`config.mk`:
```
export PLATFORM = sky130hd
export DESIGN_NAME = bcd_digit_output_port
export DESIGN_NICKNAME = d
export VERILOG_FILES = /design/src/bcd_out_pkg.sv /design/src/ascii_bcd_decode.sv /design/src/bcd_digit_output_port.sv /design/src/store_pulse_timer.sv
export SDC_FILE = /design/constraint.sdc
export NUM_CORES = 1
export LEC_CHECK = 0
export BUFFER_PORTS_ARGS = -buffer_cell sky130_fd_sc_hd__buf_4
export CAP_MARGIN = 15
export CORE_MARGIN = 2
export CORE_UTILIZATION = 49
export CTS_BUF_LIST = sky130_fd_sc_hd__clkbuf_8
export DETAILED_ROUTE_END_ITERATION = 6
export PLACE_DENSITY = 0.73
export SYNTH_ARGS = -nofsm -noshare
export SYNTH_HDL_FRONTEND = slang
export SYNTH_SLANG_ARGS = --single-unit
```
`constraint.sdc`:
```
create_clock -name clk -period 5.55 [get_ports clk]
set_clock_uncertainty 0.15 [all_clocks]
set_input_delay 1.11 -clock clk [delete_from_list [all_inputs] [get_ports clk]]
set_output_delay 1.11 -clock clk [all_outputs]
set_load 0.01 [all_outputs]
```
`src/bcd_out_pkg.sv`:
```
package bcd_out_pkg;

	localparam int CLK_HZ = 125_000_000;
	localparam int DIGITS = 10;
	localparam int DIGIT_W = 4;
	localparam int ADR_W = 5;
	localparam int POS_W = 4;

	// register byte offsets
	localparam logic [ADR_W-1:0] REG_CMD = 5'h00;
	localparam logic [ADR_W-1:0] REG_CFG = 5'h04;
	localparam logic [ADR_W-1:0] REG_CHAR = 5'h08;
	localparam logic [ADR_W-1:0] REG_ADV = 5'h0C;
	localparam logic [ADR_W-1:0] REG_STAT = 5'h10;
	localparam logic [ADR_W-1:0] REG_DLO = 5'h14;
	localparam logic [ADR_W-1:0] REG_DHI = 5'h18;

	// command register bits
	localparam int CMD_SINGLE_BIT = 0;
	localparam int CMD_CONT_BIT = 1;
	localparam int CMD_STOP_BIT = 2;
	localparam int CMD_END_BIT = 3;
	// character register: bit 8 marks the last character of a word
	localparam int CHAR_END_BIT = 8;
	// configuration register bits
	localparam int CFG_MODE_BIT = 0;
	localparam int CFG_HALT_A_BIT = 1;
	localparam int CFG_HALT_B_BIT = 2;
	localparam logic [2:0] CFG_RESET = 3'h0;

	localparam logic [POS_W-1:0] TOP_POS = 4'h9;
	localparam logic [POS_W-1:0] LAST_POS = 4'h0;

	// timing
	localparam int PULSE_MAX_MS = 400;
	localparam int RESUME_MS = 300;
	localparam int BUSY_MIN_US = 10;
	localparam int PULSE_MAX_CYC = PULSE_MAX_MS * (CLK_HZ / 1000);
	localparam int RESUME_CYC = RESUME_MS * (CLK_HZ / 1000);
	localparam int BUSY_MIN_CYC = (BUSY_MIN_US * (CLK_HZ / 1000) + 999) / 1000;
	localparam int TMR_W = 26;

	// ascii codes and modified recorder codes
	localparam logic [7:0] ASC_ZERO = 8'h30;
	localparam logic [7:0] ASC_NINE = 8'h39;
	localparam logic [7:0] ASC_SPACE = 8'h20;
	localparam logic [7:0] ASC_MINUS = 8'h2D;
	localparam logic [7:0] ASC_POINT = 8'h2E;
	localparam logic [7:0] ASC_EXP = 8'h45;
	localparam logic [3:0] CODE_SPACE = 4'hF;
	localparam logic [3:0] CODE_MINUS = 4'hD;
	localparam logic [3:0] CODE_POINT = 4'hA;
	localparam logic [3:0] CODE_EXP = 4'hE;

	typedef struct packed {
		logic store;
		logic permitted;
		logic numeral;
		logic [DIGIT_W-1:0] code;
	} char_info_t;

	typedef struct packed {
		logic cyc;
		logic stb;
		logic we;
		logic [ADR_W-1:0] adr;
		logic [31:0] dat;
		logic [3:0] sel;
	} wb_req_t;

	typedef enum {ST_IDLE, ST_PULSE, ST_WAIT} pulse_state_t;

endpackage

```
`src/ascii_bcd_decode.sv`:
```
`timescale 1ns/1ps
module ascii_bcd_decode
	import bcd_out_pkg::*;
(
	input wire logic [7:0] ch,
	input wire logic setup_mode,
	output char_info_t info
);
	wire is_num = (ch >= ASC_ZERO) && (ch <= ASC_NINE);
	wire is_space = ch == ASC_SPACE;
	wire is_minus = ch == ASC_MINUS;
	wire is_point = ch == ASC_POINT;
	wire is_exp = ch == ASC_EXP;
	wire is_sign = is_space | is_minus | is_point | is_exp;
	wire [DIGIT_W-1:0] sign_code = is_space ? CODE_SPACE :
		is_minus ? CODE_MINUS :
		is_point ? CODE_POINT : CODE_EXP;

	assign info.numeral = is_num;
	assign info.permitted = is_num | is_sign;
	// setup mode drops the sign characters entirely
	assign info.store = is_num | (is_sign & ~setup_mode);
	// low nibble of an ascii numeral is already 8421 bcd
	assign info.code = is_num ? ch[DIGIT_W-1:0] : sign_code;
endmodule

```
`src/bcd_digit_output_port.sv`:
```
// Contract
// - ascii characters become 8421 bcd digits
// - store strobe latches digit, second strobe advances
// - ten separate four-bit output latches
// - fill from digit nine down to zero
// - recorder terminator starts the store pulse
// - recorder discards digits beyond the tenth
// - recorder load during busy stalls the controller
// - setup end-of-word signal starts store pulse
// - jumpers choose halting until instrument programmed
// - setup register change before busy release stalls
// - no busy: loading resumes after resume time
// - output word held until next command
// - single-word command clears after one word
// - continuous command repeats words until stopped
// - continuous command ignored in setup mode
// - stop command ends continuous output
// - recorder codes signs, setup ignores them
// - pulse ends by timeout or late busy; the code also ends it at the resume time when busy never comes
//
// Local design decisions: the placing of the registers and the Wishbone slave port.
`timescale 1ns/1ps
module bcd_digit_output_port
	import bcd_out_pkg::*;
#(
	parameter int PULSE_CYC = PULSE_MAX_CYC,
	parameter int RESUME_CYCLES = RESUME_CYC
) (
	input wire logic clk,
	input wire logic resetn,
	input wire logic wb_cyc_i,
	input wire logic wb_stb_i,
	input wire logic wb_we_i,
	input wire logic [ADR_W-1:0] wb_adr_i,
	input wire logic [31:0] wb_dat_i,
	input wire logic [3:0] wb_sel_i,
	output logic [31:0] wb_dat_o,
	output logic wb_ack_o,
	input wire logic busy_i,
	output logic store_data_o,
	output logic [DIGITS*DIGIT_W-1:0] digits_o
);
	wb_req_t req;
	char_info_t info;
	logic [2:0] cfg_q;
	logic single_q, cont_q, full_q, fresh_q, stored_q, bad_q;
	logic [POS_W-1:0] pos_q;
	logic [DIGIT_W-1:0] digit_q [DIGITS];
	logic [31:0] rdata;
	logic blocked;

	assign req = '{cyc: wb_cyc_i, stb: wb_stb_i, we: wb_we_i, adr: wb_adr_i,
		dat: wb_dat_i, sel: wb_sel_i};

	// address decode
	wire hit = req.cyc && req.stb && !wb_ack_o;
	wire sel_cmd = req.adr == REG_CMD;
	wire sel_cfg = req.adr == REG_CFG;
	wire sel_char = req.adr == REG_CHAR;
	wire sel_adv = req.adr == REG_ADV;
	wire sel_stat = req.adr == REG_STAT;
	wire sel_dlo = req.adr == REG_DLO;
	wire sel_dhi = req.adr == REG_DHI;

	wire setup_mode = cfg_q[CFG_MODE_BIT];
	// both jumpers in place: every command waits for the instrument
	wire halt_all = cfg_q[CFG_HALT_A_BIT] & cfg_q[CFG_HALT_B_BIT];

	// a held ack is how the controller's main program is halted
	wire load_reg = sel_char | sel_adv;
	wire stall_rec = !setup_mode && (load_reg || sel_cmd);
	wire stall_set = setup_mode && (load_reg || (halt_all && sel_cmd));
	wire stall = blocked && req.we && (stall_rec || stall_set);
	wire take = hit && !stall;
	wire wr = take && req.we;
	wire wr_lo = wr && req.sel[0];
	wire wr_hi = wr && req.sel[1];

	wire cmd_wr = wr_lo && sel_cmd;
	wire cmd_stop = cmd_wr && req.dat[CMD_STOP_BIT];
	wire cmd_single = cmd_wr && req.dat[CMD_SINGLE_BIT] && !cmd_stop;
	// continuous output cannot be started in setup mode
	wire cmd_cont = cmd_wr && req.dat[CMD_CONT_BIT] && !cmd_stop && !setup_mode;
	wire active = single_q | cont_q;
	wire new_cmd = cmd_single | cmd_cont;

	ascii_bcd_decode u_decode (
		.ch(req.dat[7:0]),
		.setup_mode(setup_mode),
		.info(info)
	);

	wire char_wr = wr_lo && sel_char && active;
	// characters past the tenth digit are dropped while the word stays legal
	wire store_ok = char_wr && info.store && !full_q;
	wire bad_char = char_wr && !info.permitted;
	wire adv_ok = wr_lo && sel_adv && active && stored_q && !full_q;
	wire char_end = char_wr && wr_hi && req.dat[CHAR_END_BIT];
	// end of word: terminator character or end signal, either one accepted in both modes
	wire end_ok = active && !cmd_stop && (char_end || (cmd_wr && req.dat[CMD_END_BIT]));

	store_pulse_timer #(
		.PULSE_CYC(PULSE_CYC),
		.RESUME_CYCLES(RESUME_CYCLES)
	) u_timer (
		.clk(clk),
		.resetn(resetn),
		.start(end_ok),
		.busy_i(busy_i),
		.pulse_q(store_data_o),
		.blocked(blocked)
	);

	always_ff @(posedge clk) begin
		if (!resetn) begin
			cfg_q <= CFG_RESET;
			single_q <= 1'b0;
			cont_q <= 1'b0;
		end else begin
			if (wr_lo && sel_cfg) cfg_q <= req.dat[2:0];
			// single word clears itself once its word is sent
			if (cmd_stop || (end_ok && !cmd_single)) single_q <= 1'b0;
			else if (cmd_single) single_q <= 1'b1;
			// continuous survives word ends until a stop
			if (cmd_stop || (setup_mode && !cont_q)) cont_q <= 1'b0;
			else if (cmd_cont) cont_q <= 1'b1;
		end
	end

	// decade counter: counts down from the most significant position
	always_ff @(posedge clk) begin
		if (!resetn) begin
			pos_q <= TOP_POS;
			full_q <= 1'b0;
			fresh_q <= 1'b1;
			stored_q <= 1'b0;
			bad_q <= 1'b0;
		end else begin
			if (new_cmd || end_ok) begin
				pos_q <= TOP_POS;
				full_q <= 1'b0;
				fresh_q <= 1'b1;
				stored_q <= 1'b0;
			end else if (adv_ok) begin
				pos_q <= (pos_q == LAST_POS) ? pos_q : pos_q - 1'b1;
				full_q <= pos_q == LAST_POS;
				stored_q <= 1'b0;
			end else if (store_ok) begin
				fresh_q <= 1'b0;
				stored_q <= 1'b1;
			end
			if (new_cmd) bad_q <= 1'b0;
			else if (bad_char) bad_q <= 1'b1;
		end
	end

	// ten latches; the first digit of a word blanks the rest of the old word
	genvar gi;
	generate
		for (gi = 0; gi < DIGITS; gi++) begin : g_latch
			wire here = pos_q == POS_W'(gi);
			always_ff @(posedge clk) begin
				if (!resetn) begin
					digit_q[gi] <= '0;
				end else if (store_ok && here) begin
					digit_q[gi] <= info.code;
				end else if (store_ok && fresh_q) begin
					digit_q[gi] <= '0;
				end
			end
			// word stays on the pins until the first digit of the next word is stored
			assign digits_o[gi*DIGIT_W +: DIGIT_W] = digit_q[gi];
		end
	endgenerate

	wire [31:0] stat = {16'h0000, 3'h0, bad_q, pos_q, busy_i, blocked,
		store_data_o, full_q, fresh_q, setup_mode, cont_q, single_q};
	assign rdata = sel_stat ? stat :
		sel_cfg ? {29'h0, cfg_q} :
		sel_dlo ? digits_o[31:0] :
		sel_dhi ? {24'h000000, digits_o[DIGITS*DIGIT_W-1:32]} : 32'h0000_0000;

	always_ff @(posedge clk) begin
		if (!resetn) begin
			wb_ack_o <= 1'b0;
			wb_dat_o <= 32'h0000_0000;
		end else begin
			wb_ack_o <= take;
			wb_dat_o <= (take && !req.we) ? rdata : 32'h0000_0000;
		end
	end

	a_ack_single: assert property (@(posedge clk) disable iff (!resetn)
		wb_ack_o |=> !wb_ack_o)
		else $error("ack held for more than one cycle");
	a_busy_stalls: assert property (@(posedge clk) disable iff (!resetn)
		hit && req.we && sel_char && blocked |=> !wb_ack_o)
		else $error("character write acknowledged while busy");
	a_single_clears: assert property (@(posedge clk) disable iff (!resetn)
		end_ok && !cmd_single |=> !single_q)
		else $error("single word command did not clear");
	a_cont_keeps: assert property (@(posedge clk) disable iff (!resetn)
		cont_q && !cmd_stop && !setup_mode |=> cont_q)
		else $error("continuous command dropped without stop");
	a_cont_setup: assert property (@(posedge clk) disable iff (!resetn)
		setup_mode && !cont_q |=> !cont_q)
		else $error("continuous command accepted in setup mode");
	a_stop_clears: assert property (@(posedge clk) disable iff (!resetn)
		cmd_stop |=> !cont_q && !single_q)
		else $error("stop did not clear the commands");
	a_digit_store: assert property (@(posedge clk) disable iff (!resetn)
		store_ok |=> digit_q[$past(pos_q)] == $past(info.code))
		else $error("stored digit does not match the character");
	a_word_restart: assert property (@(posedge clk) disable iff (!resetn)
		end_ok |=> pos_q == TOP_POS && fresh_q && !full_q)
		else $error("decade counter not back at the top");
	a_hold_word: assert property (@(posedge clk) disable iff (!resetn)
		!store_ok |=> $stable(digits_o))
		else $error("output word changed without a store");
	a_full_drop: assert property (@(posedge clk) disable iff (!resetn)
		full_q && char_wr |=> $stable(digits_o))
		else $error("digit beyond the tenth was stored");
	a_end_pulse: assert property (@(posedge clk) disable iff (!resetn)
		end_ok && !blocked |=> store_data_o)
		else $error("word end gave no store pulse");

	// bus answer: one ack per taken request, read data only beside it
	a_take_acks: assert property (@(posedge clk) disable iff (!resetn)
		take |=> wb_ack_o)
		else $error("taken request not acknowledged");
	a_read_data: assert property (@(posedge clk) disable iff (!resetn)
		take && !req.we |=> wb_dat_o == $past(rdata))
		else $error("read data does not match the selected register");
	a_dat_idle: assert property (@(posedge clk) disable iff (!resetn)
		!wb_ack_o |-> wb_dat_o == 32'h0000_0000)
		else $error("read data driven without ack");
	a_read_free: assert property (@(posedge clk) disable iff (!resetn)
		hit && !req.we |=> wb_ack_o)
		else $error("read was stalled");
	a_rec_stalls: assert property (@(posedge clk) disable iff (!resetn)
		hit && req.we && !setup_mode && (sel_cmd || sel_adv) && blocked |=> !wb_ack_o)
		else $error("recorder command acknowledged while busy");
	a_setup_stalls: assert property (@(posedge clk) disable iff (!resetn)
		hit && req.we && setup_mode && (sel_char || sel_adv) && blocked |=> !wb_ack_o)
		else $error("register change acknowledged before busy release");
	a_halt_jumpers: assert property (@(posedge clk) disable iff (!resetn)
		hit && req.we && setup_mode && sel_cmd && blocked && halt_all |=> !wb_ack_o)
		else $error("command not halted with both jumpers set");
	a_no_halt: assert property (@(posedge clk) disable iff (!resetn)
		hit && req.we && setup_mode && sel_cmd && !halt_all |=> wb_ack_o)
		else $error("command halted without the jumpers");
	a_busy_hold: assert property (@(posedge clk) disable iff (!resetn)
		blocked && busy_i && !store_data_o |=> blocked)
		else $error("loading released while busy");

	// counter walks down one step per advance and stops at digit zero
	a_adv_step: assert property (@(posedge clk) disable iff (!resetn)
		adv_ok && pos_q != LAST_POS |=> pos_q == $past(pos_q) - 1'b1)
		else $error("decade counter did not step down");
	a_adv_full: assert property (@(posedge clk) disable iff (!resetn)
		adv_ok && pos_q == LAST_POS |=> full_q && pos_q == LAST_POS)
		else $error("tenth advance did not mark the word full");
	a_pos_range: assert property (@(posedge clk) disable iff (!resetn)
		pos_q <= TOP_POS)
		else $error("decade counter outside the ten latches");
	a_first_blanks: assert property (@(posedge clk) disable iff (!resetn)
		store_ok && fresh_q |=> digits_o[(DIGITS-1)*DIGIT_W-1:0] == '0)
		else $error("first digit did not blank the old word");
	a_numeral_nibble: assert property (@(posedge clk) disable iff (!resetn)
		store_ok && info.numeral |=> digit_q[$past(pos_q)] == $past(req.dat[3:0]))
		else $error("numeral digit is not the low nibble");
	a_point_code: assert property (@(posedge clk) disable iff (!resetn)
		store_ok && !setup_mode && req.dat[7:0] == ASC_POINT |=>
		digit_q[$past(pos_q)] == CODE_POINT)
		else $error("decimal point not given its recorder code");
	a_setup_signs: assert property (@(posedge clk) disable iff (!resetn)
		char_wr && setup_mode && !info.numeral |=> $stable(digits_o))
		else $error("sign character stored in setup mode");
	a_cmd_keeps: assert property (@(posedge clk) disable iff (!resetn)
		new_cmd |=> $stable(digits_o))
		else $error("new command disturbed the held word");
	a_single_starts: assert property (@(posedge clk) disable iff (!resetn)
		cmd_single |=> single_q)
		else $error("single word command not taken");
	a_cont_starts: assert property (@(posedge clk) disable iff (!resetn)
		cmd_cont |=> cont_q)
		else $error("continuous command not taken");
	a_setup_pulse: assert property (@(posedge clk) disable iff (!resetn)
		end_ok && setup_mode && !blocked |=> store_data_o)
		else $error("setup word end gave no store pulse");
	a_pulse_cause: assert property (@(posedge clk) disable iff (!resetn)
		$rose(store_data_o) |-> $past(end_ok))
		else $error("store pulse without a word end");
	a_no_idle_pulse: assert property (@(posedge clk) disable iff (!resetn)
		!active && !blocked |=> !store_data_o)
		else $error("store pulse with no command active");

	c_ten_digits: cover property (@(posedge clk) disable iff (!resetn)
		adv_ok && pos_q == LAST_POS);
	c_cont_two_words: cover property (@(posedge clk) disable iff (!resetn)
		cont_q && end_ok ##1 cont_q && !single_q);
	c_stall: cover property (@(posedge clk) disable iff (!resetn)
		hit && stall ##1 hit && stall);
endmodule

```
`src/store_pulse_timer.sv`:
```
`timescale 1ns/1ps
module store_pulse_timer
	import bcd_out_pkg::*;
#(
	parameter int PULSE_CYC = PULSE_MAX_CYC,
	parameter int RESUME_CYCLES = RESUME_CYC
) (
	input wire logic clk,
	input wire logic resetn,
	input wire logic start,
	input wire logic busy_i,
	output logic pulse_q,
	output logic blocked
);
	localparam int MIN_CYC = BUSY_MIN_CYC;
	pulse_state_t state_q, state_d;
	logic [TMR_W-1:0] cnt_q;
	logic seen_q;

	wire busy_end = busy_i && (cnt_q >= TMR_W'(MIN_CYC - 1));
	wire max_end = cnt_q >= TMR_W'(PULSE_CYC - 1);
	wire resume_end = !seen_q && !busy_i && (cnt_q >= TMR_W'(RESUME_CYCLES - 1));

	always_comb begin
		state_d = state_q;
		case (state_q)
			ST_IDLE: if (start) state_d = ST_PULSE;
			// busy may cut the pulse short only after the minimum width
			ST_PULSE: begin
				if (busy_end || max_end) state_d = ST_WAIT;
				else if (resume_end) state_d = ST_IDLE;
			end
			ST_WAIT: if (!busy_i) state_d = ST_IDLE;
			default: state_d = ST_IDLE;
		endcase
	end

	always_ff @(posedge clk) begin
		if (!resetn) begin
			state_q <= ST_IDLE;
			cnt_q <= '0;
			seen_q <= 1'b0;
			pulse_q <= 1'b0;
		end else begin
			state_q <= state_d;
			cnt_q <= (state_q == ST_PULSE) ? cnt_q + 1'b1 : '0;
			seen_q <= (state_q == ST_PULSE) && (seen_q || busy_i);
			pulse_q <= state_d == ST_PULSE;
		end
	end

	assign blocked = state_q != ST_IDLE;

	a_pulse_start: assert property (@(posedge clk) disable iff (!resetn)
		start && state_q == ST_IDLE |=> pulse_q)
		else $error("store pulse did not start");
	a_pulse_bound: assert property (@(posedge clk) disable iff (!resetn)
		pulse_q |-> cnt_q < TMR_W'(PULSE_CYC))
		else $error("store pulse longer than the maximum");
	a_busy_cut: assert property (@(posedge clk) disable iff (!resetn)
		$fell(pulse_q) |-> ($past(cnt_q) >= TMR_W'(MIN_CYC - 1)))
		else $error("store pulse ended before the minimum width");
	a_resume_free: assert property (@(posedge clk) disable iff (!resetn)
		state_q == ST_PULSE && resume_end && !max_end |=> !blocked)
		else $error("loading not released after the resume time");
	c_busy_end: cover property (@(posedge clk) disable iff (!resetn)
		state_q == ST_WAIT ##1 state_q == ST_IDLE);
	c_resume: cover property (@(posedge clk) disable iff (!resetn)
		state_q == ST_PULSE && resume_end);
endmodule
```
# Word-level counts from Yosys, hierarchy flattened
# Memory sizes are Yosys's and may differ from the RTL's.
# Index checks and enable logic that the tools add are counted.
[totals] ff_bits=106 inputBits=47 word_cells=262 mem_bits_rw=40 mem_count=1
[op_classes] mux=95 n_reduce_logical=86 n_bitwise=35 n_addsub=2 n_lt_le_gt_ge=5 eq_ne=23
[mem_list] memory="digit_q" words=10 word_bits=4 read_ports=10 rd_clocked_by_memory_dff=0 write_ports=10 line="bcd_digit_output_port.sv:48" source="logic [DIGIT_W-1:0] digit_q [DIGITS];"
[op_table] operator="32-bit 2-to-1 mux" n=5
[op_table] operator="32-bit by 2-bit == test with 1-bit output (second input constant)" n=3
[op_table] operator="32-bit one-hot mux with 3 select lines" n=1
[op_table] operator="4-bit 2-to-1 mux" n=23
[op_table] operator="1-bit 2-to-1 mux" n=62
[op_table] operator="26-bit >= comparator (second input constant)" n=2
[op_table] operator="1-bit logical AND" n=52
[op_table] operator="32-bit by 1-bit == test with 1-bit output (second input constant)" n=1
[op_table] operator="32-bit logical NOT" n=1
[op_table] operator="32-bit nonzero test" n=1
[op_table] operator="1-bit OR" n=28
[op_table] operator="26-bit by 1-bit adder with 26-bit output (second input constant)" n=1
[op_table] operator="26-bit by 11-bit >= comparator with 1-bit output (second input constant)" n=1
[op_table] operator="13-bit 2-to-1 mux" n=2
[op_table] operator="8-bit by 6-bit == test with 1-bit output (second input constant)" n=3
[op_table] operator="4-bit by 3-bit == test with 1-bit output (second input constant)" n=4
[op_table] operator="5-bit == test (second input constant)" n=3
[op_table] operator="1-bit logical NOT" n=11
[op_table] operator="5-bit by 4-bit == test with 1-bit output (second input constant)" n=2
[op_table] operator="1-bit logical OR" n=9
[op_table] operator="4-bit by 2-bit == test with 1-bit output (second input constant)" n=2
[op_table] operator="4-bit == test (second input constant)" n=2
[op_table] operator="8-bit by 7-bit == test with 1-bit output (second input constant)" n=1
[op_table] operator="8-bit by 6-bit >= comparator with 1-bit output (second input constant)" n=1
[op_table] operator="other kinds (14)" n=25

# Longest topological paths before layout
# Gate-level depths: netlist of the first run.
[logic_depth] ltp_word=20 mapped_depth=7

# Hierarchy
# A second synthesis of the first run with hierarchy kept.
[hier_totals] cells_unflattened=577 hier_area_um2=5974.5
[by_module_without_submodules] module="bcd_digit_output_port" cells_per_inst=320 n_inst=1 area_per_inst_um2=3539.6
[by_module_without_submodules] module="store_pulse_timer" cells_per_inst=221 n_inst=1 area_per_inst_um2=2200.9
[by_module_without_submodules] module="ascii_bcd_decode" cells_per_inst=36 n_inst=1 area_per_inst_um2=234.0

# Worst setup path before layout of the first run
# Ideal clock, no wire load.
[synth_timing] path_kind="input to register" startpoint="input wb_dat_i[2]" endpoint="memory digit_q[0][0] (enable)" setup_time_ns=0.361 t_arrival_ns=2.682 path_stages=7 required_ns=5.039 setup_slack_ns=2.357 cell_sequence="clkbuf_1 -> and3b_1 -> a31oi_1 -> o221ai_1 -> nand4_1 -> clkbuf_1 -> o21ai_0"
[synth_rtl] element="from (decl)" line="bcd_digit_output_port.sv:35" source="input wire logic [31:0] wb_dat_i,"
[synth_rtl] element="to (decl)" line="bcd_digit_output_port.sv:48"

==> impl_metrics.tcl, run 1 <==
set metrics [dict create \
    yosysUniqueCellTypes 64 \
    reg2regPathDepth 6 \
    rsz0062_at_grt "false" \
    outcome "finished clean" \
    chipWidth_um 114 \
    ys.flop_type "dfxtp_1" \
    hold-path-endpoint "stored_q" \
    grt_use_total_pct 21.5 \
    final_nets 748 \
    ys_async_sr_fraction_pct 0 \
    start_kind "primary input" \
    crit_type "in2reg" \
    synth.cell_area_sq_mm 0.00592 \
    grt_pass1_vias 4555 \
    design.die.area_sq_mm 0.0130 \
    area_delta_synth_final_pct 21.7 \
    antenna_found_initial 0 \
    final_area_sq_mm 0.00720 \
    vias_per_cell 5.65 \
    antenna_cells 0 \
    row_count 40 \
    tightest_slew_ps 1060 \
    ys_seq_area_share_pct 56.2 \
    min_from "stored_q" \
    cts_sinks 146 \
    tns_ps 0 \
    leakage_nw 2.60 \
    grt_overflow 0 \
    dp_hpwl_mm 9.82 \
    fp.coreArea_sq_mm 0.0119 \
    grt_pass1_wl_mm 22.0 \
    clk_pin_slew_ps 80 \
    fin_crit_sh_pct 66.0 \
    drt-total-wl_mm 13.4 \
    ant_nets 0 \
    drcViolationCount 0 \
    reg2reg_slack_ps 1980 \
    synth_area_per_cell_sq_um 10.2 \
    cts_resized 0 \
    cts_setup_buffers 0 \
    required_ps 5470 \
    drv_slew 0 \
    finalHoldViolCount 0 \
    hold_depth 2 \
    drive_above_1_share_pct 19.7 \
    max_cap_viol_count 0 \
    synth-edff-count 40 \
    fin_crit_ps 3660 \
    r2r_end "digit_q[3][0]" \
    irDropWorstVdd_uv 159 \
    fmax_mhz 273 \
    cp_max_fo 25 \
    fillerInstances 1003 \
    yosys_warnings 0 \
    portBuffers 95 \
    vias 4828 \
    cts_max_level 4 \
    cts_tree "built" \
    place_congestion 0.850 \
    rr_startpoint "u_timer.state_q[25]" \
    dpl-instance-area_sq_mm 0.00681 \
    dr.pass1.iters 5 \
    cp-end-kind "register" \
    clk_path_buf_depth 2 \
    p_per_area_mw_per_mm2 283 \
    start_util_pct 49.7 \
    max_slew_margin_pct 29.2 \
    setup_viol 0 \
    hold_buffers 0 \
    drt_iter0_drc 325 \
    die_h_um 114 \
    pin_count 121 \
    synth-seq-cells 146 \
    crit_arrival_ps 3580 \
    clockRootBuffer "clkbuf_8" \
    grt_max_degree 28 \
    clock_latency_ps 440 \
    wl_per_cell_um 15.7 \
    hold_path.class "reg2reg" \
    numCtsBuffers 17 \
    netlist_instances 578 \
]
## state kept, by name, indices dropped and copies added (netlist names), 3 cells and up
register / cells
cfg_q: 3
digit_q: 40
pos_q: 4
u_timer.cnt_q: 26
u_timer.state_q: 32
wb_dat_o: 32
## how the worst max path moves through the flow
stage | to | cells after the start | slack [ps] | startpoint
after floorplan | digit_q[0][0] | 7 | 2360 | wb_dat_i[2]
after global placement | digit_q[3][2] | 6 | 1510 | wb_dat_i[7]
after detailed placement | digit_q[3][2] | 6 | 1450 | wb_dat_i[7]
after CTS | digit_q[3][2] | 6 | 1940 | wb_dat_i[7]
after global routing | digit_q[5][3] | 7 | 1590 | wb_dat_i[7]
final | digit_q[3][0] | 7 | 1890 | wb_dat_i[7]
## kinds of logic (layout without fill, tap and decap cells)
| kind of cell | Yosys count | count (layout) | synth area share [%] |
|---|---|---|---|
| mux | 3 | 3 | 0.507 |
| other cells | 1 | 30 | 0.0634 |
| fa+ha+maj | 7 | 7 | 1.48 |
| xor+xnor | 21 | 21 | 3.11 |
| compound gates | 93 | 93 | 11.0 |
| buf+inv | 46 | 146 | 3.34 |
| simple gates | 261 | 261 | 24.4 |
| flops | 146 | 146 | 56.2 |
## where the power goes
group	switching, mW	leakage [nW]	internal [mW]
clock	0.385	0.207	0.441
combinational	0.0488	1.12	0.0352
sequential	0.0107	1.27	1.12
total	0.445	2.60	1.59
## synth_stat cells (5+ instances only)
library cell  instances  area, sq um
nor2_1               52          195
nor3_1               55          275
a22oi_1              11         82.6
nand4_1              17          106
nand3_1              21          105
dfxtp_1             106         2120
a21oi_1              22          110
or3_1                 5         31.3
nor4_1               25          156
nand2_1              17         63.8
a222oi_1              5         50.1
and2_1               25          156
xnor2_1              18          158
a211oi_1              5         37.5
o21ai_0              25          125
nor2b_1               7         43.8
clkbuf_1             21         78.8
inv_1                17         63.8
ha_1                  7         87.6
edfxtp_1             40         1200
## cell type report
cell class,count,area (sq um),area share [%]
well taps,147,184,2.55
multi-input cells,415,2510,34.8
clock inverters,15,165,2.29
flip-flops and latches,146,3320,46.1
inverters,17,63.8,0.886
clock buffers,17,234,3.25
repair buffers,97,728,10.1
## layout by cell type (no fill, tap or decap), types with 18 or more instances in the layout
cell type and count:
nor2_1 52, nor3_1 55, nand3_1 21, buf_4 97, a21oi_1 22, edfxtp_1 40
xnor2_1 18, inv_1 18, o21ai_0 25, nor4_1 25, and2_1 25, conb_1 30
dfxtp_1 106
## critical path, cell delays in order
cell and delay [ps]:
buf_4 120, nor3b_1 370, nand2b_1 140, o221ai_1 280, nand4_1 600, buf_4 460
o21ai_0 500
## metrics by stage
step	power (mW)	std cells	setup slack (ps)	util (%)	hold WS [ps]
6_report	2.04	854	1890	60.5	310
3_3_place_gp	1.23	822	1510	57.1	298
4_1_cts	2.05	854	1940	60.5	313
5_1_grt	2.11	854	1590	60.5	341
3_5_place_dp	1.23	822	1450	57.1	296
2_1_floorplan	1.19	607	2360	-	274
## layer usage
layer,up-vias,global-route usage (%),part of all wire (%)
met1,2255,28.0,43
li1,2330,-,-
met4,0,7.97,1.7
met2,221,34.6,48
met3,22,5.58,7.4
met5,-,0,0
Power figures use the tool's default switching activity.
==> run 2, diff against run 1 <==
==> constraint.sdc (replaced) <==
create_clock -name clk -period 3.4 [get_ports clk]
set_clock_uncertainty 0.15 [all_clocks]
set_input_delay 0.68 -clock clk [delete_from_list [all_inputs] [get_ports clk]]
set_output_delay 0.68 -clock clk [all_outputs]
set_load 0.01 [all_outputs]
==> run 2 against run 1 <==
Effect of this change: flip-flop and latch count did not move; utilization grew 0.073 points; register-to-register slack got worse by 1500 ps; global-route usage down 0.72 points; total power rose by 60%; combinational power is 64% higher; clock-buffer cell count increased by 1; critical path depth shrank 1; via count shrank 0.87%.
==> impl_metrics.tcl, run 2 (synthesis gave the netlist of run 1 again) <==
set metrics [dict create \
    clk_pin_slew_ps 80 \
    portBuffers 95 \
    crit_arrival_ps 2810 \
    chipWidth_um 114 \
    drcViolationCount 0 \
    crit_type "reg2reg" \
    crit_chain "nor4_1, nand4_1, o211ai_2, nand4_1, buf_12, o21ai_0" \
    die_h_um 114 \
    cp-end-kind "register" \
    rr_startpoint "u_timer.state_q[26]" \
    cp_max_fo 50 \
    path_buf_inv 1 \
    timing.hold.ws_ps 313 \
    max_slew_margin_pct 38.3 \
    required_ps 3320 \
    place_congestion 0.864 \
    fp.coreArea_sq_mm 0.0119 \
    ant_nets 0 \
    grt_pass1_vias 4389 \
    max_cap_viol_count 0 \
    start_kind "register" \
    tightest_slew_ps 926 \
    irDropWorstVdd_uv 237 \
    drt_iter0_drc 346 \
    fillerInstances 987 \
    fin_crit_ps 2880 \
    slowest_delay_ps 520 \
    hold_depth 2 \
    min_from "stored_q" \
    reg2reg_slack_ps 520 \
    hold_buffers 0 \
    cts_max_level 4 \
    drt-total-wl_mm 13.4 \
    antenna_found_initial 0 \
    setup.worst_path.start "u_timer.state_q[26]" \
    cts_tree "built" \
    dp_hpwl_mm 9.68 \
    cts_setup_buffers 0 \
    stdcell_count 857 \
    final_cell_mix "106 x dfxtp_1, 99 x buf_4, 55 x nor3_1" \
    fin_crit_sh_pct 84.8 \
    row_count 40 \
    tns_ps 0 \
    cts_sinks 146 \
    dr.pass1.iters 5 \
    area_delta_synth_final_pct 21.9 \
    placed_cells 825 \
    clockRootBuffer "clkbuf_8" \
    fin_ws_ps 517 \
    fmax_mhz 347 \
    cts_resized 0 \
    total_power_mw 3.27 \
    antenna_cells 0 \
    slowest_stage "o21ai_0" \
    final_nets 751 \
    outcome "finished clean" \
    largest_register_ff_count 40 \
    cp_top_family "compound AO/OA/AOI/OAI gates" \
    r2r_end "digit_q[4][0]" \
    vias 4786 \
    wl_per_cell_um 15.6 \
    finalHoldViolCount 0 \
    grt_overflow 0 \
    regMostFlops "digit_q" \
    design.die.area_sq_mm 0.0130 \
    final_common_cell "dfxtp_1" \
    drv_slew 0 \
    reg2regPathDepth 6 \
    drive_above_1_share_pct 19.9 \
    clock_latency_ps 440 \
    reg_top3 "digit_q x40, u_timer.state_q x32, wb_dat_o x32" \
    setup_viol 0 \
    vias_per_cell 5.58 \
    pre_cts_slack_ps 324 \
    grt_pass1_wl_mm 21.1 \
    numCtsBuffers 17 \
    path_common_cell "nand4_1" \
    p_per_area_mw_per_mm2 453 \
    grt_max_degree 51 \
    hold_path.class "reg2reg" \
    hold-path-endpoint "stored_q" \
    rsz0062_at_grt "false" \
    grt_use_total_pct 20.7 \
    clk_path_buf_depth 2 \
    start_util_pct 49.7 \
    leakage_nw 2.63 \
    pin_count 121 \
]
## run 2: changes by cell type in the layout (fill, tap and decap cells not counted), sizes merged
| cell | delta |
|---|---|
| buf | +3 |
| clkinv | -2 |
| clkbuf | +1 |
| inv | +3 |
| bufinv | -1 |
| clkinvlp | -1 |
## run 2: stage by stage
stage               utilization, %  instance area [sq um]
finish                        60.6                   7210
global route                  60.6                   7210
CTS                           60.6                   7210
detailed placement            57.4                   6840
global placement              57.4                   6840
floorplan                        -                   6030
## run 2: worst max path at each step
stage               cells past startpoint       endpoint  slack [ps]
CTS                                     6  digit_q[4][0]         490
floorplan                               7  digit_q[0][0]         640
global route                            6  digit_q[0][2]         220
finish                                  6  digit_q[4][0]         520
global placement                        7  digit_q[0][1]         390
detailed placement                      7  digit_q[5][0]         320
## run 2: layout make-up
cell class | instances | area, sq um | share of cell area [%]
Sequential cell | 146 | 3320 | 46.1
Multi-Input combinational cell | 415 | 2510 | 34.7
Timing Repair Buffer | 100 | 763 | 10.6
Clock buffer | 18 | 248 | 3.43
Tap cell | 147 | 184 | 2.55
Clock inverter | 14 | 125 | 1.73
Inverter | 17 | 63.8 | 0.885
## run 2: worst min-delay path, stage by stage (launching register included)
cell and delay, ps:
dfxtp_1 320, inv_1 50, a211oi_1 50
## run 2: power by group
| part | internal (mW) | switching (mW) |
|---|---|---|
| registers | 1.82 | 0.0168 |
| logic | 0.0582 | 0.0800 |
| clock network | 0.659 | 0.632 |
## run 2: per-layer routing
| metal | global-route usage [%] | up-vias | routed length, um |
|---|---|---|---|
| met5 | 0 | - | 0 |
| met4 | 10.4 | 0 | 334 |
| met3 | 4.04 | 26 | 798 |
| met2 | 33.1 | 185 | 6340 |
| met1 | 27.1 | 2228 | 5900 |
| li1 | - | 2347 | - |
